File: src/logic/virc_defines.svh
// Constants of the vectored interrupt request controller: sizes, offsets, reset values
`ifndef VIRC_DEFINES_SVH
`define VIRC_DEFINES_SVH

// Sizes and the channel that carries external interrupt 3
`define VIRC_NUM_SRC      32
`define VIRC_SRC_IDX_W    5
`define VIRC_PRIO_W       4
`define VIRC_PRIO_ALL_W   128
`define VIRC_NUM_PINS     42
`define VIRC_PIN_HI_W     10
`define VIRC_ADDR_W       8
`define VIRC_DATA_W       32
`define VIRC_EXT3_CHAN    17

// Register byte offsets
`define VIRC_OFS_RAW        8'h00
`define VIRC_OFS_ENABLE     8'h04
`define VIRC_OFS_FAST_SEL   8'h08
`define VIRC_OFS_FAST_STAT  8'h0C
`define VIRC_OFS_NORM_STAT  8'h10
`define VIRC_OFS_VECT_ADDR  8'h14
`define VIRC_OFS_DEF_VECT   8'h18
`define VIRC_OFS_CURRENT    8'h1C
`define VIRC_OFS_PRIO0      8'h20
`define VIRC_OFS_PRIO1      8'h24
`define VIRC_OFS_PRIO2      8'h28
`define VIRC_OFS_PRIO3      8'h2C
`define VIRC_OFS_RISE_LO    8'h30
`define VIRC_OFS_RISE_HI    8'h34
`define VIRC_OFS_FALL_LO    8'h38
`define VIRC_OFS_FALL_HI    8'h3C
`define VIRC_OFS_PSTAT_LO   8'h40
`define VIRC_OFS_PSTAT_HI   8'h44
`define VIRC_VECT_TABLE_BIT 7

// Field positions of the current-source word
`define VIRC_CUR_FAST_BIT   31
`define VIRC_CUR_VALID_BIT  30

// Reset values and the edge detect warm-up count
`define VIRC_RST_WORD       32'h0000_0000
`define VIRC_RST_PRIO       128'h0
`define VIRC_RST_PINS       42'h000_0000_0000
`define VIRC_ARM_COUNT      2'h3

`endif

File: src/logic/virc_pkg.sv
// Types shared by the vectored interrupt request controller files
`include "virc_defines.svh"

package virc_pkg;

	// One register-port request, as the bus master drives it
	typedef struct packed {
		logic                      wr;     // Write strobe
		logic                      rd;     // Read strobe
		logic [`VIRC_ADDR_W-1:0]   addr;   // Byte address
		logic [`VIRC_DATA_W-1:0]   wdata;  // Write data
	} virc_bus_req_s;

	// State of the controller top, all but the handler table
	typedef struct packed {
		logic [`VIRC_NUM_SRC-1:0]    enable;    // Per-source enable
		logic [`VIRC_NUM_SRC-1:0]    fast_sel;  // Source classed as fast
		logic [`VIRC_PRIO_ALL_W-1:0] prio;      // Priority nibbles
		logic [`VIRC_DATA_W-1:0]     def_vect;  // Vector when none pending
		logic [`VIRC_NUM_PINS-1:0]   rise_en;   // Rising edge enables
		logic [`VIRC_NUM_PINS-1:0]   fall_en;   // Falling edge enables
		logic [`VIRC_NUM_PINS-1:0]   sync1;     // First synchroniser stage
		logic [`VIRC_NUM_PINS-1:0]   sync2;     // Second synchroniser stage
		logic [`VIRC_NUM_PINS-1:0]   prev;      // Previous synced level
		logic [`VIRC_NUM_PINS-1:0]   pstat;     // Sticky edge flags
		logic [1:0]                  arm_cnt;   // Edge detect warm-up
		logic                        no_win;    // No vectored winner
		logic                        fast_irq;  // Fast request output
		logic                        norm_irq;  // Normal request output
		logic [`VIRC_DATA_W-1:0]     rdata;     // Read data
	} virc_state_s;

endpackage : virc_pkg

File: src/logic/virc_vect_mem.sv
// Handler address table with one write port and one registered read port
`timescale 1ns/100ps
`default_nettype none

module virc_vect_mem
#(
	parameter int WIDTH = 32,  // Word width
	parameter int DEPTH = 32,  // Number of entries
	parameter int AW    = 5    // Address width
)
(
	input  wire logic             clk_in,      // System clock
	input  wire logic             reset_in,    // Sync reset, high
	input  wire logic             wr_en_in,    // Write enable
	input  wire logic [AW-1:0]    wr_addr_in,  // Write entry
	input  wire logic [WIDTH-1:0] wr_data_in,  // Write word
	input  wire logic [AW-1:0]    rd_addr_in,  // Read entry
	output logic      [WIDTH-1:0] rd_data_out  // Registered read word
);

	logic [WIDTH-1:0] mem_q [DEPTH];  // Storage
	logic [WIDTH-1:0] rd_q;           // Read register

	// Cleared on reset so an unprogrammed vector reads as zero
	always_ff @(posedge clk_in)
	begin
		if (reset_in)
		begin
			for (int k = 0; k < DEPTH; k++)
				mem_q[k] <= '0;
			rd_q <= '0;
		end
		else
		begin
			if (wr_en_in)
				mem_q[wr_addr_in] <= wr_data_in;
			rd_q <= mem_q[rd_addr_in];
		end
	end

	assign rd_data_out = rd_q;

endmodule // virc_vect_mem

`default_nettype wire

File: src/logic/virc_top.sv
// Vectored interrupt request controller with port pin edge interrupts
`timescale 1ns/100ps
`default_nettype none
`include "virc_defines.svh"

// How it works
// - Fast class outranks every vectored request
// - Fast sources ORed into one output
// - Readable word shows asserting fast sources
// - Other sources vectored, with programmable priority
// - Equal priority ties go to lowest channel
// - Normal output is OR of vectored requests
// - Register supplies selected source's handler address
// - One request line per peripheral channel
// - Pins interrupt on rise, fall or both
// - Pin edge flags ORed into external interrupt 3
module virc_top
	import virc_pkg::*;
(
	input  wire logic                       clk_in,         // System clock, 25 MHz
	input  wire logic                       reset_in,       // Sync reset, high
	input  wire virc_bus_req_s              bus_in,         // Register port request
	output logic      [`VIRC_DATA_W-1:0]    rd_data_out,    // Read data, next cycle
	input  wire logic [`VIRC_NUM_SRC-1:0]   src_req_in,     // Peripheral request lines
	input  wire logic [`VIRC_NUM_PINS-1:0]  port_pins_in,   // Port 0 and 2 pin levels
	output logic                            fast_irq_out,   // Fast request to core
	output logic                            normal_irq_out  // Normal request to core
);

	localparam int NSRC = `VIRC_NUM_SRC;   // Channels
	localparam int NPIN = `VIRC_NUM_PINS;  // Edge pins
	localparam int PW   = `VIRC_PRIO_W;    // Priority width
	localparam int IW   = `VIRC_SRC_IDX_W; // Channel index width
	localparam int HW   = `VIRC_PIN_HI_W;  // Pins in the high word

	virc_state_s             st_q;          // Registered state
	virc_state_s             st_d;          // Next state
	logic [NSRC-1:0]         raw_req;       // Lines after pin merge
	logic [NSRC-1:0]         fast_req;      // Enabled fast requests
	logic [NSRC-1:0]         norm_req;      // Enabled vectored requests
	logic [NPIN-1:0]         pin_set;       // Edge seen this cycle
	logic                    pin_any;       // Any sticky pin flag
	logic                    win_v [NSRC+1];// Chain: winner valid
	logic [PW-1:0]           win_p [NSRC+1];// Chain: winner priority
	logic [IW-1:0]           win_i [NSRC+1];// Chain: winner index
	logic [`VIRC_DATA_W-1:0] mem_rdata;     // Vector of last winner
	logic                    vect_wr;       // Table write
	logic [`VIRC_DATA_W-1:0] vect_word;     // Vector address readout
	logic [`VIRC_DATA_W-1:0] cur_word;      // Current source readout

	// One request bit per channel; all pin edge flags are ORed into channel 17's bit here
	assign pin_any = |st_q.pstat;
	always_comb
	begin
		raw_req = src_req_in;
		raw_req[`VIRC_EXT3_CHAN] = src_req_in[`VIRC_EXT3_CHAN] | pin_any;
	end

	// Class split: a set select bit makes a source fast
	assign fast_req = raw_req & st_q.enable & st_q.fast_sel;
	assign norm_req = raw_req & st_q.enable & ~st_q.fast_sel;

	// Per-pin edge detect on the synced level
	generate
		for (genvar p = 0; p < NPIN; p++)
		begin : g_pin
			logic rise; // Low to high
			logic fall; // High to low
			assign rise = st_q.sync2[p] & ~st_q.prev[p];
			assign fall = ~st_q.sync2[p] & st_q.prev[p];
			// Ignored until the synchroniser holds real samples
			assign pin_set[p] = (st_q.arm_cnt == `VIRC_ARM_COUNT) &
				((rise & st_q.rise_en[p]) | (fall & st_q.fall_en[p]));
		end
	endgenerate

	// Priority chain from the top channel down; lower value is more urgent
	assign win_v[NSRC] = 1'b0;
	assign win_p[NSRC] = '0;
	assign win_i[NSRC] = '0;
	generate
		for (genvar c = NSRC - 1; c >= 0; c--)
		begin : g_arb
			logic          take; // This channel beats the rest above
			logic [PW-1:0] cp;   // This channel's priority
			assign cp = st_q.prio[c*PW +: PW];
			// Less-or-equal lets the lower channel win a tie
			assign take = norm_req[c] & (~win_v[c+1] | (cp <= win_p[c+1]));
			assign win_v[c] = take | win_v[c+1];
			assign win_p[c] = take ? cp : win_p[c+1];
			assign win_i[c] = take ? IW'(c) : win_i[c+1];
		end
	endgenerate

	// Table writes land in the upper half of the address space
	assign vect_wr = bus_in.wr & bus_in.addr[`VIRC_VECT_TABLE_BIT];

	virc_vect_mem
	#(
		.WIDTH (`VIRC_DATA_W),
		.DEPTH (NSRC),
		.AW    (IW)
	)
	u_vect_mem
	(
		.clk_in      (clk_in),
		.reset_in    (reset_in),
		.wr_en_in    (vect_wr),
		.wr_addr_in  (bus_in.addr[IW+1:2]),
		.wr_data_in  (bus_in.wdata),
		.rd_addr_in  (win_i[0]),
		.rd_data_out (mem_rdata)
	);

	// Handler address of the winner, or the default when none pends
	assign vect_word = st_q.no_win ? st_q.def_vect : mem_rdata;

	// Fast class takes the current slot over any vectored winner
	always_comb
	begin
		cur_word = '0;
		cur_word[`VIRC_CUR_FAST_BIT] = |fast_req;
		cur_word[`VIRC_CUR_VALID_BIT] = win_v[0] & ~(|fast_req);
		cur_word[IW-1:0] = win_i[0];
	end

	// Next state: register writes, pin sampling, outputs, read data
	always_comb
	begin
		st_d = st_q;

		// Register writes; unmapped offsets are ignored
		if (bus_in.wr & ~bus_in.addr[`VIRC_VECT_TABLE_BIT])
		begin
			case (bus_in.addr)
				`VIRC_OFS_ENABLE:   st_d.enable = bus_in.wdata;
				`VIRC_OFS_FAST_SEL: st_d.fast_sel = bus_in.wdata;
				`VIRC_OFS_DEF_VECT: st_d.def_vect = bus_in.wdata;
				`VIRC_OFS_PRIO0:    st_d.prio[0*32 +: 32] = bus_in.wdata;
				`VIRC_OFS_PRIO1:    st_d.prio[1*32 +: 32] = bus_in.wdata;
				`VIRC_OFS_PRIO2:    st_d.prio[2*32 +: 32] = bus_in.wdata;
				`VIRC_OFS_PRIO3:    st_d.prio[3*32 +: 32] = bus_in.wdata;
				`VIRC_OFS_RISE_LO:  st_d.rise_en[31:0] = bus_in.wdata;
				`VIRC_OFS_RISE_HI:  st_d.rise_en[NPIN-1:32] = bus_in.wdata[HW-1:0];
				`VIRC_OFS_FALL_LO:  st_d.fall_en[31:0] = bus_in.wdata;
				`VIRC_OFS_FALL_HI:  st_d.fall_en[NPIN-1:32] = bus_in.wdata[HW-1:0];
				`VIRC_OFS_PSTAT_LO: st_d.pstat[31:0] = st_q.pstat[31:0] & ~bus_in.wdata;
				`VIRC_OFS_PSTAT_HI:
				begin
					st_d.pstat[NPIN-1:32] = st_q.pstat[NPIN-1:32] & ~bus_in.wdata[HW-1:0];
				end
				default:            st_d.enable = st_q.enable;
			endcase
		end

		// A new edge beats a clear in the same cycle
		st_d.pstat = st_d.pstat | pin_set;

		// Two-stage synchroniser, then the edge reference
		st_d.sync1 = port_pins_in;
		st_d.sync2 = st_q.sync1;
		st_d.prev = st_q.sync2;
		if (st_q.arm_cnt != `VIRC_ARM_COUNT)
			st_d.arm_cnt = st_q.arm_cnt + 2'h1;

		// Core outputs, one flop after the request lines
		st_d.fast_irq = |fast_req;
		st_d.norm_irq = |norm_req;
		st_d.no_win = ~win_v[0];

		// Read data stand only in the cycle after the strobe
		st_d.rdata = '0;
		if (bus_in.rd)
		begin
			case (bus_in.addr)
				`VIRC_OFS_RAW:       st_d.rdata = raw_req;
				`VIRC_OFS_ENABLE:    st_d.rdata = st_q.enable;
				`VIRC_OFS_FAST_SEL:  st_d.rdata = st_q.fast_sel;
				`VIRC_OFS_FAST_STAT: st_d.rdata = fast_req;
				`VIRC_OFS_NORM_STAT: st_d.rdata = norm_req;
				`VIRC_OFS_VECT_ADDR: st_d.rdata = vect_word;
				`VIRC_OFS_DEF_VECT:  st_d.rdata = st_q.def_vect;
				`VIRC_OFS_CURRENT:   st_d.rdata = cur_word;
				`VIRC_OFS_PRIO0:     st_d.rdata = st_q.prio[0*32 +: 32];
				`VIRC_OFS_PRIO1:     st_d.rdata = st_q.prio[1*32 +: 32];
				`VIRC_OFS_PRIO2:     st_d.rdata = st_q.prio[2*32 +: 32];
				`VIRC_OFS_PRIO3:     st_d.rdata = st_q.prio[3*32 +: 32];
				`VIRC_OFS_RISE_LO:   st_d.rdata = st_q.rise_en[31:0];
				`VIRC_OFS_RISE_HI:   st_d.rdata = {{(32-HW){1'b0}}, st_q.rise_en[NPIN-1:32]};
				`VIRC_OFS_FALL_LO:   st_d.rdata = st_q.fall_en[31:0];
				`VIRC_OFS_FALL_HI:   st_d.rdata = {{(32-HW){1'b0}}, st_q.fall_en[NPIN-1:32]};
				`VIRC_OFS_PSTAT_LO:  st_d.rdata = st_q.pstat[31:0];
				`VIRC_OFS_PSTAT_HI:  st_d.rdata = {{(32-HW){1'b0}}, st_q.pstat[NPIN-1:32]};
				// Unmapped offsets and the write-only table read as zero
				default:             st_d.rdata = '0;
			endcase
		end
	end

	// State register with synchronous reset
	always_ff @(posedge clk_in)
	begin
		if (reset_in)
		begin
			st_q.enable   <= `VIRC_RST_WORD;
			st_q.fast_sel <= `VIRC_RST_WORD;
			st_q.prio     <= `VIRC_RST_PRIO;
			st_q.def_vect <= `VIRC_RST_WORD;
			st_q.rise_en  <= `VIRC_RST_PINS;
			st_q.fall_en  <= `VIRC_RST_PINS;
			st_q.sync1    <= `VIRC_RST_PINS;
			st_q.sync2    <= `VIRC_RST_PINS;
			st_q.prev     <= `VIRC_RST_PINS;
			st_q.pstat    <= `VIRC_RST_PINS;
			st_q.arm_cnt  <= 2'h0;
			st_q.no_win   <= 1'b1;
			st_q.fast_irq <= 1'b0;
			st_q.norm_irq <= 1'b0;
			st_q.rdata    <= `VIRC_RST_WORD;
		end
		else
		begin
			st_q <= st_d;
		end
	end

	// Outputs straight from the state flops
	assign rd_data_out    = st_q.rdata;
	assign fast_irq_out   = st_q.fast_irq;
	assign normal_irq_out = st_q.norm_irq;

endmodule // virc_top

`default_nettype wire

File: config.mk
export PLATFORM = sky130hd
export DESIGN_NAME = virc_top
export DESIGN_NICKNAME = d
export VERILOG_FILES = /design/src/logic/virc_pkg.sv /design/src/logic/virc_vect_mem.sv /design/src/logic/virc_top.sv
export VERILOG_INCLUDE_DIRS = /design/src /design/src/logic
export SDC_FILE = /design/constraint.sdc
export NUM_CORES = 2
export LEC_CHECK = 0
export ABC_AREA = 1
export BUFFER_PORTS_ARGS = -buffer_cell sky130_fd_sc_hd__buf_2
export CAP_MARGIN = 15
export CORE_ASPECT_RATIO = 1.4
export CORE_MARGIN = 1.5
export CORE_UTILIZATION = 45
export CTS_CLUSTER_SIZE = 12
export DETAILED_ROUTE_END_ITERATION = 10
export GPL_TIMING_DRIVEN = 1
export MAX_ROUTING_LAYER = met4
export SLEW_MARGIN = 20
export SYNTH_ARGS = -nofsm -noshare
export SYNTH_HDL_FRONTEND = slang
export SYNTH_SLANG_ARGS = --single-unit
File: constraint.sdc
create_clock -name clk_in -period 98.1 [get_ports clk_in]
set_clock_uncertainty 0.2 [all_clocks]
set_input_delay 0 -clock clk_in [delete_from_list [all_inputs] [get_ports clk_in]]
set_output_delay 0 -clock clk_in [all_outputs]
set_load 0.01 [all_outputs]
==> impl_metrics.toml <==
[floorplan]
num_io_pins = 152
placementRows = 180
initial_core_util = 0.4540
die_w_microns = 355.4
die_area_sq_um = 176400
die_h_microns = 496.3
core_area_sq_um = 172300

[setup_path]
rr_startpoint = "st_q[512]$_SDFFE_PP0P_"
crit_fanout = 118
crit_end = "u_vect_mem.rd_data_out[9]$_SDFF_PP0_"
crit_path_end_kind = "flop"
r2r_slack_ns = 55.39
rr_worst_depth = 256
worstSetupPathType = "flop to flop"
start_kind = "flop"
cpMaxStageDelayCell = "inv_8"
slowest_delay_ns = 0.78
worstReg2RegEnd = "u_vect_mem.rd_data_out[9]$_SDFF_PP0_"
crit_required_ns = 98.66
startpoint = "st_q[512]$_SDFFE_PP0P_"
worst_ep_arrival_time_ns = 43.27
cpMostUsedCell = "nand2_1"

[route]
antenna_left = 0
drc_errors = 0
top_layer = "met4"
via_count = 67374
vias_per_cell = 5.801
wl_met2_microns = 157400
drt_wl_total_microns = 340700
first_pass_iters = 8
drt_iter0_drc = 7733
wl_per_cell_microns = 29.33
route.layer.met1.wl_microns = 122800
met3WireLength_microns = 24850

[synth]
synth_cell_types = 64
synthMuxAreaShare = 0
syn_area_per_cell_sq_um = 8.565
synth_simple_gate_area_frac = 0.2519
ys_dominant_reg_cell = "edfxtp_1"
ys_seq_area_frac = 0.5326
async_flop_share = 0
synthCells = 9132
synth_edf_count = 1024
synth_top_family_by_area = "simple AND/OR/NAND/NOR gates"
synth_seq_cells = 1569
synthesis.area_sq_um = 78220
ys_warn_count = 0
synth-compound-area-share = 0.09359
synthAdderAreaFrac = 0.01616
synthesis.nets = 9351
yosys.area_share.xor_xnor = 0.0001120

[placed_design]
gp_congestion = 1.046
hpwl_microns = 224600
pre_cts_ws_ns = 55.56
portBuffers = 151

[clock_network]
postCtsSetupBuffers = 0
cts_tree = "done"
clk_pin_slew_ns = 0.07
cts_max_level = 4
cts_sinks = 1569
postCtsHoldBufs = 240
cts_root_buf = "clkbuf_16"
insertion_delay_ns = 0.86
cts_inserted_buffers = 162
post_cts_resized = 0
clock_path_buffers = 3

[grt]
grt_overflow_total = 0
grt_max_degree = 181
antenna_found_initial = 30
grt_util_all_layers = 0.3929
grt_pass1_vias = 63747
grt_pass1_wl_microns = 476400

[pwr]
p_leak_nw = 36.37
vdd_drop_max_mv = 0.02004
power_density_nw_per_um2 = 16.61

[layout]
layout-area-overhead-vs-synth_pct = 11.54
nets = 9415
mostFrequentLayoutCell = "nor2_1"
layout_common_cells = "1,380 x nor2_1, 1,227 x nand2_1, 1,152 x inv_1, 1,029 x nand3_1, 1,024 x edfxtp_1"
drive_above_1_share = 0.09464

[worst_hold_path]
hold_path_class = "primary input to flop"

[job]
drv_cap = 0

[sta]
hold_viol_final = 0
period_share = 0.4353
slew_headroom = 0.1465
finalSetupTns_ns = 0
max_freq_ghz = 0.02342
worst_pin_slew_ns = 1.280
setup_ws_ns = 55.39
finalCriticalPeriod_ns = 42.71
rsz0062_at_grt = "false"
setup_viol = 0
drv_slew = 0

[outcome]
outcome = "finished, final reports clean"
flip-flops by register name, indices dropped and copies added (netlist names):
signal                  count
g_arb.cp                  128
fast_irq_out                1
u_vect_mem.rd_data_out     32
u_vect_mem.mem_q         1024
rd_data_out                32
st_d                       84
normal_irq_out              1
st_q                      267
stage by stage:
stage	hold slack [ns]	total power, W	util	cell area, sq um	cells
6_report	0.02499	0.001449	0.5064	87250	11615
5_1_grt	0.02967	0.001483	0.5063	87230	11607
4_1_cts	0.0007144	0.001450	0.5059	87160	11584
3_5_place_dp	0.007413	0.0008510	0.4631	79790	11067
3_3_place_gp	-0.0009985	0.0008496	0.4630	79770	11065
2_1_floorplan	-0.09303	0.0008039	-	78220	9132
final cells by class:
type	instances	area (sq um)
tap	2275	2846
timing repair buffer	586	4723
clock inverter	37	391.6
inverter	1208	4569
clock buffer	240	4563
sequential	1569	41660
antenna	31	77.57
multi-input combinational	5669	28420
fill	16258	85040
worst min path at each step:
stage	startpoint	to	slack, ns	cells after the start
6_report	reset_in	st_q[97]$_SDFF_PP0_	0.02	4
5_1_grt	bus_in[16]	st_q[305]$_SDFFE_PP0P_	0.03	4
4_1_cts	reset_in	st_q[112]$_SDFF_PP0_	0.0007	4
3_5_place_dp	port_pins_in[17]	st_d[138]$_SDFF_PP0_	0.007	3
3_3_place_gp	port_pins_in[17]	st_d[138]$_SDFF_PP0_	-0.001	3
2_1_floorplan	port_pins_in[0]	st_d[121]$_SDFF_PP0_	-0.09	2
worst max-delay path, delay by kind of cell (launching register included):
family                     cells  cell delay (ns)
DFF                            1             0.42
buffers and inverters         36             4.45
adders and majority gates     31             9.95
and+or+nand+nor              125            14.66
AOI/OAI and AO/OA             64            12.52
synth_stat cells (all sizes together), types with 67 or more instances:
master / number / area share
a21oi: 408 / 0.026
buf: 182 / 0.020
clkbuf: 481 / 0.024
dfxtp: 545 / 0.14
edfxtp: 1024 / 0.39
ha: 101 / 0.016
inv: 1190 / 0.057
nand2: 1382 / 0.073
nand3: 1094 / 0.074
nand3b: 267 / 0.026
nor2: 1437 / 0.070
o211ai: 77 / 0.0074
o21ai: 532 / 0.034
o22ai: 67 / 0.0054
layer usage:
layer / track usage / vias up
met5: - / -
met4: 0.3388 / 0
met3: 0.06478 / 965
met2: 0.6126 / 3308
met1: 0.4393 / 32835
li1: - / 30266
cell families after synthesis:
kind of cell / count (synthesis)
simple gates: 4286
xor+xnor: 1
compound gates: 1281
flops: 1569
buf+inv: 1894
fa+ha+maj: 101
where the power goes:
| group | internal, W | total [W] | switching (W) |
|---|---|---|---|
| Clock | 0.000326 | 0.000602 | 0.000277 |
| Sequential | 0.000728 | 0.000738 | 0.00000978 |
| Combinational | 0.0000290 | 0.000109 | 0.0000801 |
No activity file was read; power rests on OpenSTA's default activity.
